==> src/verilog/vdc_pkg.sv <==
// Shared types and constants for the video DRAM host controller.
// Assumes one 20 MHz clock and a synchronous active-high reset in all users.
// How it works
// - Host refreshes all 512 rows each 16.7ms.
// - Refresh cycles spread evenly, not in bursts.
// - Counter-driven refresh: 512 cycles, no address.
// - Row-only refresh: host supplies row address.
// - Hidden refresh: column low, row toggles.
// - Eighteen-bit address sent as row, column halves.
// - Fresh write mask given at every row strobe.
package vdc_pkg;

    localparam int CLK_NS = 50;
    localparam int ROW_COUNT = 512;
    localparam int REFRESH_PERIOD_NS = 16_700_000;
    // A longest gap rounds down.
    localparam int REFRESH_GAP_CYC = REFRESH_PERIOD_NS / ROW_COUNT / CLK_NS;
    // A least phase time rounds up.
    localparam int PHASE_NS = 100;
    localparam int PHASE_CYC = (PHASE_NS + CLK_NS - 1) / CLK_NS;
    localparam int SHIFT_HALF_NS = 200;
    localparam int SHIFT_HALF_CYC = (SHIFT_HALF_NS + CLK_NS - 1) / CLK_NS;
    localparam int ADDR_W = 9;
    localparam int DATA_W = 32;
    localparam int LANES = 4;

    typedef enum logic [1:0] {
        OP_READ = 2'h0,
        OP_WRITE = 2'h1,
        OP_MWRITE = 2'h2,
        OP_XFER = 2'h3
    } vdc_op_type;

    typedef struct packed {
        vdc_op_type op;
        logic [2*ADDR_W-1:0] addr;
        logic [LANES-1:0] lanes;
        logic [DATA_W-1:0] data;
        logic [DATA_W-1:0] mask;
    } vdc_req_type;

    typedef struct packed {
        logic row_strobe_n;
        logic [LANES-1:0] col_strobe_n;
        logic [ADDR_W-1:0] addr;
        logic transfer_output_enable_n;
        logic mask_write_enable_n;
        logic special_function_select;
        logic shift_port_gate_n;
        logic shift_clock;
    } vdc_pins_type;

    localparam vdc_pins_type PINS_IDLE = '{
        row_strobe_n: 1'b1,
        col_strobe_n: 4'hF,
        addr: 9'h000,
        transfer_output_enable_n: 1'b1,
        mask_write_enable_n: 1'b1,
        special_function_select: 1'b0,
        shift_port_gate_n: 1'b1,
        shift_clock: 1'b0
    };

endpackage

==> src/verilog/vdc_fifo.sv <==
// Word FIFO with a registered read port and valid/ready on both sides.
// Assumes both sides share clk_in.
`timescale 1ns/1ps
`default_nettype none
module vdc_fifo #(
    parameter int WIDTH = 32,
    parameter int DEPTH = 32
) (
    input wire logic clk_in,
    input wire logic sys_rst_in,
    input wire logic in_valid_in,
    input wire logic [WIDTH-1:0] in_data_in,
    output logic in_ready_out,
    output logic out_valid_out,
    output logic [WIDTH-1:0] out_data_out,
    input wire logic out_ready_in
);
    localparam int PW = $clog2(DEPTH);
    localparam int CW = $clog2(DEPTH + 1);

    logic [WIDTH-1:0] mem_q [DEPTH];
    logic [PW-1:0] wr_ptr_q;
    logic [PW-1:0] rd_ptr_q;
    logic [CW-1:0] count_q;
    logic push;
    logic pop;

    assign in_ready_out = (count_q != CW'(DEPTH));
    assign push = in_valid_in && in_ready_out;
    // The output register refills whenever it is empty or being drained.
    assign pop = (count_q != '0) && (!out_valid_out || out_ready_in);

    always_ff @(posedge clk_in) begin
        if (push) begin
            mem_q[wr_ptr_q] <= in_data_in;
        end
    end

    always_ff @(posedge clk_in) begin
        if (sys_rst_in) begin
            wr_ptr_q <= '0;
            rd_ptr_q <= '0;
            count_q <= '0;
        end else begin
            if (push) begin
                wr_ptr_q <= (wr_ptr_q == PW'(DEPTH - 1)) ? '0 : wr_ptr_q + 1'b1;
            end
            if (pop) begin
                rd_ptr_q <= (rd_ptr_q == PW'(DEPTH - 1)) ? '0 : rd_ptr_q + 1'b1;
            end
            count_q <= count_q + CW'(push) - CW'(pop);
        end
    end

    always_ff @(posedge clk_in) begin
        if (sys_rst_in) begin
            out_valid_out <= 1'b0;
            out_data_out <= '0;
        end else if (pop) begin
            out_valid_out <= 1'b1;
            out_data_out <= mem_q[rd_ptr_q];
        end else if (out_ready_in) begin
            out_valid_out <= 1'b0;
        end
    end
endmodule // vdc_fifo
`default_nettype wire

==> src/verilog/vdc_host.sv <==
// Host-side controller that drives a dual-port video DRAM module by its pins.
// Assumes the module's pins are wired directly; all pin inputs are asynchronous.
`timescale 1ns/1ps
`default_nettype none
module vdc_host #(
    parameter int REFRESH_GAP = vdc_pkg::REFRESH_GAP_CYC,
    parameter int FIFO_DEPTH = 32
) (
    input wire logic clk_in,
    input wire logic sys_rst_in,
    input wire logic req_valid_in,
    input wire vdc_pkg::vdc_req_type req_in,
    output logic req_ready_out,
    output logic rd_valid_out,
    output logic [vdc_pkg::DATA_W-1:0] rd_data_out,
    input wire logic stream_enable_in,
    output logic stream_valid_out,
    output logic [vdc_pkg::DATA_W-1:0] stream_data_out,
    input wire logic stream_ready_in,
    output logic half_status_out,
    output vdc_pkg::vdc_pins_type pins_out,
    input wire logic [vdc_pkg::DATA_W-1:0] dram_data_lines_in,
    output logic [vdc_pkg::DATA_W-1:0] dram_data_lines_out,
    output logic dram_data_lines_oe_n_out,
    input wire logic [vdc_pkg::DATA_W-1:0] serial_out_lines_in,
    input wire logic half_status_flag_in
);
    // ========================================================================
    // State and request latch
    // ========================================================================
    typedef enum logic [5:0] {
        ST_IDLE = 6'h01,
        ST_ROW = 6'h02,
        ST_COL = 6'h04,
        ST_PRE = 6'h08,
        ST_CBRC = 6'h10,
        ST_CBRR = 6'h20
    } vdc_state_type;

    localparam int TW = 4;
    localparam logic [TW-1:0] PHASE = TW'(vdc_pkg::PHASE_CYC);
    localparam int RW = $clog2(REFRESH_GAP + 1);

    vdc_state_type state_q;
    vdc_state_type state_d;
    logic [TW-1:0] timer_q;
    vdc_pkg::vdc_req_type req_q;
    logic [RW-1:0] ref_cnt_q;
    logic ref_due_q;
    logic phase_done;
    logic first_cycle;

    assign phase_done = (timer_q == '0);
    assign first_cycle = (timer_q == PHASE);
    assign req_ready_out = (state_q == ST_IDLE) && !ref_due_q;

    always_comb begin
        state_d = state_q;
        case (state_q)
            ST_IDLE: begin
                if (ref_due_q) begin
                    state_d = ST_CBRC;
                end else if (req_valid_in) begin
                    state_d = ST_ROW;
                end
            end
            ST_ROW: begin
                if (phase_done) begin
                    state_d = ST_COL;
                end
            end
            ST_COL: begin
                if (phase_done) begin
                    state_d = ST_PRE;
                end
            end
            ST_CBRC: begin
                if (phase_done) begin
                    state_d = ST_CBRR;
                end
            end
            ST_CBRR: begin
                if (phase_done) begin
                    state_d = ST_PRE;
                end
            end
            ST_PRE: begin
                if (phase_done) begin
                    state_d = ST_IDLE;
                end
            end
            default: begin
                state_d = ST_IDLE;
            end
        endcase
    end

    always_ff @(posedge clk_in) begin
        if (sys_rst_in) begin
            state_q <= ST_IDLE;
            timer_q <= '0;
        end else begin
            state_q <= state_d;
            timer_q <= (state_d != state_q) ? PHASE : (phase_done ? '0 : timer_q - 1'b1);
        end
    end

    always_ff @(posedge clk_in) begin
        if (sys_rst_in) begin
            req_q <= '0;
        end else if (req_valid_in && req_ready_out) begin
            req_q <= req_in;
        end
    end

    // ========================================================================
    // Refresh pacing
    // ========================================================================
    // One counter-driven refresh per gap gives all rows within the period.
    // Transfers and accesses also refresh rows, but the pacing ignores that
    // credit so the guarantee never hangs on the user's access pattern.
    // Row-only and hidden refresh are never issued, so no refresh row is kept.
    always_ff @(posedge clk_in) begin
        if (sys_rst_in) begin
            ref_cnt_q <= RW'(REFRESH_GAP - 1);
            ref_due_q <= 1'b0;
        end else begin
            ref_cnt_q <= (ref_cnt_q == '0) ? RW'(REFRESH_GAP - 1) : ref_cnt_q - 1'b1;
            if (ref_cnt_q == '0) begin
                ref_due_q <= 1'b1;
            end else if (state_q == ST_IDLE) begin
                ref_due_q <= 1'b0;
            end
        end
    end

    // ========================================================================
    // Pin sequencing
    // ========================================================================
    vdc_pkg::vdc_pins_type pins_d;
    logic [vdc_pkg::DATA_W-1:0] dq_d;
    logic dq_oe_n_d;
    logic sc_q;
    logic gate_n_q;

    always_comb begin
        pins_d = vdc_pkg::PINS_IDLE;
        pins_d.shift_clock = sc_q;
        pins_d.shift_port_gate_n = gate_n_q;
        dq_d = '0;
        dq_oe_n_d = 1'b1;
        case (state_q)
            ST_ROW: begin
                // Row half goes out one cycle before the row strobe falls.
                pins_d.addr = req_q.addr[2*vdc_pkg::ADDR_W-1:vdc_pkg::ADDR_W];
                pins_d.row_strobe_n = first_cycle;
                // Controls are set before the strobe edge that samples them.
                pins_d.transfer_output_enable_n = (req_q.op != vdc_pkg::OP_XFER);
                pins_d.mask_write_enable_n = (req_q.op != vdc_pkg::OP_MWRITE);
                pins_d.special_function_select = 1'b0;
                if (req_q.op == vdc_pkg::OP_MWRITE) begin
                    // Mask is resent every cycle since the device forgets it.
                    dq_d = req_q.mask;
                    dq_oe_n_d = 1'b0;
                end
            end
            ST_COL: begin
                pins_d.row_strobe_n = 1'b0;
                pins_d.addr = req_q.addr[vdc_pkg::ADDR_W-1:0];
                if (!first_cycle) begin
                    pins_d.col_strobe_n = (req_q.op == vdc_pkg::OP_XFER) ? 4'h0 : ~req_q.lanes;
                end
                // Block write is never used, so select stays low at column strobe.
                pins_d.special_function_select = 1'b0;
                case (req_q.op)
                    vdc_pkg::OP_READ: begin
                        // Output enable falls after the row strobe.
                        pins_d.transfer_output_enable_n = first_cycle;
                    end
                    vdc_pkg::OP_WRITE, vdc_pkg::OP_MWRITE: begin
                        // Write enable is low before the column strobe falls.
                        pins_d.mask_write_enable_n = 1'b0;
                        dq_d = req_q.data;
                        dq_oe_n_d = 1'b0;
                    end
                    default: begin
                        pins_d.transfer_output_enable_n = 1'b1;
                    end
                endcase
            end
            ST_CBRC: begin
                // Column strobes lead; no address or data needed.
                pins_d.col_strobe_n = 4'h0;
            end
            ST_CBRR: begin
                pins_d.col_strobe_n = 4'h0;
                pins_d.row_strobe_n = 1'b0;
            end
            default: begin
                pins_d.row_strobe_n = 1'b1;
            end
        endcase
    end

    always_ff @(posedge clk_in) begin
        if (sys_rst_in) begin
            pins_out <= vdc_pkg::PINS_IDLE;
            dram_data_lines_out <= '0;
            dram_data_lines_oe_n_out <= 1'b1;
        end else begin
            pins_out <= pins_d;
            dram_data_lines_out <= dq_d;
            dram_data_lines_oe_n_out <= dq_oe_n_d;
        end
    end

    // ========================================================================
    // Read data capture
    // ========================================================================
    logic [vdc_pkg::DATA_W-1:0] dq_s1_q;
    logic [vdc_pkg::DATA_W-1:0] dq_s2_q;
    // Marks the last column cycle of a read, delayed to match the two sync flops.
    logic [1:0] rd_pipe_q;

    always_ff @(posedge clk_in) begin
        if (sys_rst_in) begin
            dq_s1_q <= '0;
            dq_s2_q <= '0;
            rd_pipe_q <= '0;
            rd_valid_out <= 1'b0;
            rd_data_out <= '0;
        end else begin
            dq_s1_q <= dram_data_lines_in;
            dq_s2_q <= dq_s1_q;
            rd_pipe_q[0] <= (state_q == ST_COL) && phase_done && (req_q.op == vdc_pkg::OP_READ);
            rd_pipe_q[1] <= rd_pipe_q[0];
            rd_valid_out <= rd_pipe_q[1];
            if (rd_pipe_q[1]) begin
                rd_data_out <= dq_s2_q;
            end
        end
    end

    // ========================================================================
    // Serial port
    // ========================================================================
    // The serial side runs on its own, unaffected by the random-access state.
    localparam int SW = 4;
    logic [SW-1:0] sc_div_q;
    logic [vdc_pkg::DATA_W-1:0] ser_s1_q;
    logic [vdc_pkg::DATA_W-1:0] ser_s2_q;
    logic half_s1_q;
    logic fifo_ready;
    logic sc_tick;
    logic push;

    assign sc_tick = (sc_div_q == '0);
    // The word from the last rising edge has been stable half a period by the fall.
    assign push = sc_tick && sc_q && !gate_n_q;

    always_ff @(posedge clk_in) begin
        if (sys_rst_in) begin
            ser_s1_q <= '0;
            ser_s2_q <= '0;
            half_s1_q <= 1'b0;
            half_status_out <= 1'b0;
        end else begin
            ser_s1_q <= serial_out_lines_in;
            ser_s2_q <= ser_s1_q;
            half_s1_q <= half_status_flag_in;
            half_status_out <= half_s1_q;
        end
    end

    // The shift clock stalls while the FIFO is full, so no word is dropped.
    always_ff @(posedge clk_in) begin
        if (sys_rst_in) begin
            sc_div_q <= SW'(vdc_pkg::SHIFT_HALF_CYC - 1);
            sc_q <= 1'b0;
            gate_n_q <= 1'b1;
        end else begin
            gate_n_q <= !stream_enable_in;
            if (!sc_tick) begin
                sc_div_q <= sc_div_q - 1'b1;
            end else if (!gate_n_q && fifo_ready) begin
                sc_div_q <= SW'(vdc_pkg::SHIFT_HALF_CYC - 1);
                sc_q <= !sc_q;
            end else if (sc_q) begin
                sc_div_q <= SW'(vdc_pkg::SHIFT_HALF_CYC - 1);
                sc_q <= 1'b0;
            end
        end
    end

    vdc_fifo #(
        .WIDTH(vdc_pkg::DATA_W),
        .DEPTH(FIFO_DEPTH)
    ) u_fifo (
        .clk_in(clk_in),
        .sys_rst_in(sys_rst_in),
        .in_valid_in(push && fifo_ready),
        .in_data_in(ser_s2_q),
        .in_ready_out(fifo_ready),
        .out_valid_out(stream_valid_out),
        .out_data_out(stream_data_out),
        .out_ready_in(stream_ready_in)
    );
endmodule // vdc_host
`default_nettype wire

==> config.mk <==
export PLATFORM = sky130hd
export DESIGN_NAME = vdc_host
export DESIGN_NICKNAME = d
export VERILOG_FILES = /design/src/verilog/vdc_pkg.sv /design/src/verilog/vdc_fifo.sv /design/src/verilog/vdc_host.sv
export SDC_FILE = /design/constraint.sdc
export NUM_CORES = 2
export LEC_CHECK = 0
export ABC_AREA = 1
export CORE_UTILIZATION = 45
export DETAILED_ROUTE_END_ITERATION = 10
export DONT_BUFFER_PORTS = 1
export SKIP_LAST_GASP = 1
export SLEW_MARGIN = 25
export SYNTH_ARGS = -nofsm -noshare
export SYNTH_HDL_FRONTEND = slang
export SYNTH_HIERARCHICAL = 1
export SYNTH_SLANG_ARGS = --single-unit
==> constraint.sdc <==
create_clock -name clk_in -period 4.8 [get_ports clk_in]
set_input_delay 0.48 -clock clk_in [delete_from_list [all_inputs] [get_ports clk_in]]
set_output_delay 0.48 -clock clk_in [all_outputs]
set_load 0.05 [all_outputs]
==> flow_results.xml <==
<?xml version="1.0" encoding="UTF-8"?>
<metrics>
  <group name="status">
    <metric name="status" unit="">finished, final reports clean</metric>
  </group>
  <group name="worst_setup_path">
    <metric name="r2r-start" unit="">sc_div_q[0]</metric>
    <metric name="timing.critical_path.required" unit="ns">5.26</metric>
    <metric name="regToRegEndpoint" unit="">u_fifo/mem_q[25][28]</metric>
    <metric name="critical_path.max_fanout" unit="">25</metric>
    <metric name="regToRegSetupSlack" unit="ns">1.23</metric>
    <metric name="worst_path_arrival_time" unit="ns">4.04</metric>
    <metric name="critical_path.startpoint" unit="">sc_div_q[0]</metric>
    <metric name="worstSetupEndpointType" unit="">flip-flop</metric>
    <metric name="crit_path_capture" unit="">u_fifo/mem_q[25][28]</metric>
    <metric name="timing_worst_setup_path_type" unit="">reg -&gt; reg</metric>
    <metric name="start_kind" unit="">flip-flop</metric>
    <metric name="r2r_cells" unit="">11</metric>
  </group>
  <group name="timing">
    <metric name="totalNegativeSetupSlack" unit="ns">0</metric>
    <metric name="clock-skew-final" unit="ns">0.0299</metric>
    <metric name="finalCriticalPeriod" unit="ns">3.57</metric>
    <metric name="fmaxAchievable" unit="MHz">280</metric>
    <metric name="final_setup_viols" unit="">0</metric>
    <metric name="worst_slew_pin_slew" unit="ns">1.10</metric>
    <metric name="timing.final.hold_violations" unit="">0</metric>
    <metric name="post-route-period-util" unit="%">74.4</metric>
    <metric name="unrepaired_setup_endpoints_after_global_routing" unit="">no</metric>
    <metric name="max_slew_violation_count" unit="">0</metric>
    <metric name="slew-limit-headroom" unit="%">26.9</metric>
  </group>
  <group name="global_routing">
    <metric name="maximum_number_of_pins_on_one_net_before_global_route_repair" unit="">222</metric>
    <metric name="wire_length_of_the_first_global_routing_pass" unit="µm">223000</metric>
    <metric name="grt_usage" unit="%">24.1</metric>
    <metric name="antenna_found_initial" unit="">1</metric>
    <metric name="overflow" unit="">0</metric>
    <metric name="via_count_of_the_first_global_routing_pass" unit="">35666</metric>
  </group>
  <group name="detailed_routing">
    <metric name="drt_iter0_drc" unit="">3618</metric>
    <metric name="post-route-drc-count" unit="">0</metric>
    <metric name="viasPerCell" unit="">5.26</metric>
    <metric name="drt-total-wl" unit="µm">149000</metric>
    <metric name="wire_per_inst" unit="µm">21.1</metric>
    <metric name="drt-pass1-iter-count" unit="">5</metric>
    <metric name="final_antenna_net_count" unit="">0</metric>
    <metric name="num_vias" unit="">37054</metric>
  </group>
  <group name="synthesis">
    <metric name="post-synth-top-count-cell" unit="">sky130_fd_sc_hd__nand2_1</metric>
    <metric name="synth_top_cells_by_count" unit="">sky130_fd_sc_hd__nand2_1, sky130_fd_sc_hd__edfxtp_1, sky130_fd_sc_hd__nand3_1, sky130_fd_sc_hd__nor2_1, sky130_fd_sc_hd__inv_1</metric>
    <metric name="synth_warnings" unit="">6</metric>
    <metric name="number_of_enable_type_register_cells_in_the_synthesized_netlist" unit="">1024</metric>
    <metric name="postSynth.asyncResetShare" unit="%">0</metric>
    <metric name="post_synth_top_area_share" unit="%">56.1</metric>
    <metric name="synth_seq_cells" unit="">1403</metric>
    <metric name="synth_nets" unit="">5384</metric>
    <metric name="prevailing_post_synth_register_cell" unit="">sky130_fd_sc_hd__edfxtp_1</metric>
    <metric name="synth_cell_types" unit="">34</metric>
    <metric name="avgSynthCellArea" unit="µm²">10.5</metric>
    <metric name="netlist_area_pre_place" unit="µm²">54800</metric>
    <metric name="post_synth_inst_count" unit="">5204</metric>
    <metric name="netlist_top_cells_area" unit="">sky130_fd_sc_hd__edfxtp_1, sky130_fd_sc_hd__dfxtp_1, sky130_fd_sc_hd__nand2_1</metric>
    <metric name="synth_sequential_area_ratio" unit="%">70.0</metric>
    <metric name="netlist.top_cell.by_area" unit="">sky130_fd_sc_hd__edfxtp_1</metric>
  </group>
  <group name="floorplanning">
    <metric name="fp.coreArea" unit="µm²">120000</metric>
    <metric name="pin_count" unit="">278</metric>
    <metric name="starting_density_of_the_core" unit="%">45.5</metric>
    <metric name="dieArea" unit="µm²">123000</metric>
    <metric name="placementRows" unit="">127</metric>
    <metric name="dieWidth" unit="µm">351</metric>
    <metric name="die_h" unit="µm">351</metric>
  </group>
  <group name="clock_tree">
    <metric name="cts_buffers" unit="">148</metric>
    <metric name="h_tree_depth_reported_by_cts" unit="">4</metric>
    <metric name="cts_root_buf" unit="">sky130_fd_sc_hd__clkbuf_16</metric>
    <metric name="post-cts-setup-buffer-count" unit="">0</metric>
    <metric name="cts-root-to-sink-buffers" unit="">3</metric>
    <metric name="clk_pin_slew_worst_paths" unit="ns">0.05</metric>
    <metric name="clk_latency" unit="ns">0.77</metric>
    <metric name="clkSinkCount" unit="">1403</metric>
    <metric name="cts_tree" unit="">yes</metric>
  </group>
  <group name="min_path">
    <metric name="timing.hold.worst.class" unit="">in -&gt; reg</metric>
  </group>
  <group name="power_and_ir_drop">
    <metric name="peakVddDrop" unit="mV">0.441</metric>
    <metric name="power.static_leakage" unit="µW">0.0245</metric>
    <metric name="power_density" unit="nW/µm²">516</metric>
  </group>
  <group name="place">
    <metric name="gp_routability_congestion" unit="">0.858</metric>
    <metric name="detailed_place_hpwl" unit="µm">84900</metric>
    <metric name="place.port_buffers" unit="">0</metric>
  </group>
  <group name="cells_and_area">
    <metric name="area_growth" unit="%">14.5</metric>
    <metric name="final_core_util" unit="%">52.1</metric>
    <metric name="number_of_nets_in_the_final_layout" unit="">5482</metric>
    <metric name="antennaDiodeCount" unit="">0</metric>
    <metric name="drive_gt1_share" unit="%">7.50</metric>
  </group>
  <group name="flow_run">
    <metric name="drv.max_cap_violation_count" unit="">0</metric>
  </group>
</metrics>
-- critical path, cell delays in order (launching register included) --
cell and delay (ns):
sky130_fd_sc_hd__dfxtp_1 0.32, sky130_fd_sc_hd__inv_1 0.08, sky130_fd_sc_hd__ha_1 0.16, sky130_fd_sc_hd__nand2_1 0.07, sky130_fd_sc_hd__nor2_1 0.22, sky130_fd_sc_hd__nand2_1 0.11, sky130_fd_sc_hd__nor2_1 0.13, sky130_fd_sc_hd__nand2_2 0.19
sky130_fd_sc_hd__clkinv_1 0.22, sky130_fd_sc_hd__nand2_1 0.50, sky130_fd_sc_hd__nor2_4 0.93, sky130_fd_sc_hd__buf_4 0.32
-- report_power, final --
group	switching, µW	internal (µW)	total, µW
clock network	4770	6260	11000
logic	5210	2040	7240
registers	817	13300	14100
total	10800	21600	32400
-- per-stage QoR --
| stage | hold WS [ns] | total power, µW | cell area, µm² | cells | worst slack [ns] |
|---|---|---|---|---|---|
| after floorplan | 0.380 | 19000 | 54800 | 5204 | 1.02 |
| after global placement | 0.384 | 21300 | 56400 | 6604 | 1.34 |
| after detailed placement | 0.385 | 21400 | 56400 | 6606 | 1.26 |
| after CTS | 0.0232 | 32500 | 62700 | 7037 | 1.26 |
| after global routing | 0.113 | 33800 | 62700 | 7038 | 0.981 |
| final | 0.0707 | 32400 | 62700 | 7038 | 1.23 |
-- per-layer routing --
| metal | track usage (%) | vias up | part of all wire [%] |
|---|---|---|---|
| met2 | 38.8 | 1431 | 47 |
| met1 | 32.0 | 17851 | 42 |
| met3 | 4.89 | 258 | 7.4 |
| met4 | 9.53 | 0 | 3.7 |
| met5 | 0 | - | 0 |
| li1 | - | 17514 | - |
-- timing repair --
item / CTS / global route
hold buffers: 157 / 0
endpoints found under the hold margin: 314 / 0
endpoints found under the setup margin: 0 / 0
gates resized for setup: 0 / 0
-- worst min-delay path by stage --
stage,startpoint,depth (start not counted),slack [ns],end
finish,sys_rst_in,3,0.07,u_fifo/count_q[5]
global route,sys_rst_in,3,0.11,u_fifo/wr_ptr_q[4]
CTS,sys_rst_in,3,0.02,u_fifo/count_q[5]
floorplan,ref_cnt_q[0],1,0.38,ref_cnt_q[0]
global placement,ser_s1_q[28],2,0.38,ser_s2_q[28]
detailed placement,ser_s1_q[30],2,0.39,ser_s2_q[30]
-- registers in the layout, summed over array words and instances (netlist names), 32 cells and up --
signal / count
dq_s1_q: 32
dq_s2_q: 32
dram_data_lines_out: 32
rd_data_out: 32
req_q: 88
ser_s1_q: 32
ser_s2_q: 32
u_fifo/mem_q: 1024
u_fifo/out_data_out: 32
-- placed cells by master, fill, tap and decap left out, types with 44 or more instances in the layout --
master                          Yosys  layout
sky130_fd_sc_hd__nand2_1         1428    1427
sky130_fd_sc_hd__edfxtp_1        1024    1024
sky130_fd_sc_hd__nand3_1          727     727
sky130_fd_sc_hd__nor2_1           565     537
sky130_fd_sc_hd__inv_1            386     381
sky130_fd_sc_hd__dfxtp_1          379     350
sky130_fd_sc_hd__dlygate4sd3_1      0     156
sky130_fd_sc_hd__clkbuf_16          0     148
sky130_fd_sc_hd__o21ai_0          123     123
sky130_fd_sc_hd__a21oi_1          106     106
sky130_fd_sc_hd__buf_4             18      76
sky130_fd_sc_hd__clkbuf_1          94      44
-- kinds of logic after synthesis --
family,synth area share (%)
and+or+nand+nor,21.1
DFF,70.0
buffers and inverters,5.49
AOI/OAI and AO/OA,2.80
adders and majority gates,0.516
xor gates and xnor gates,0.0959
other,0.00685
-- area by class of cell --
| type | count | area (µm²) |
|---|---|---|
| Fill cell | 10519 | 57600 |
| Sequential cell | 1403 | 38400 |
| Multi-Input combinational cell | 3106 | 13700 |
| Clock inverter | 62 | 562 |
| Inverter | 397 | 1510 |
| Tap cell | 1612 | 2020 |
| Clock buffer | 212 | 4130 |
| Timing Repair Buffer | 246 | 2430 |
No activity file was read; power rests on OpenSTA's default activity.
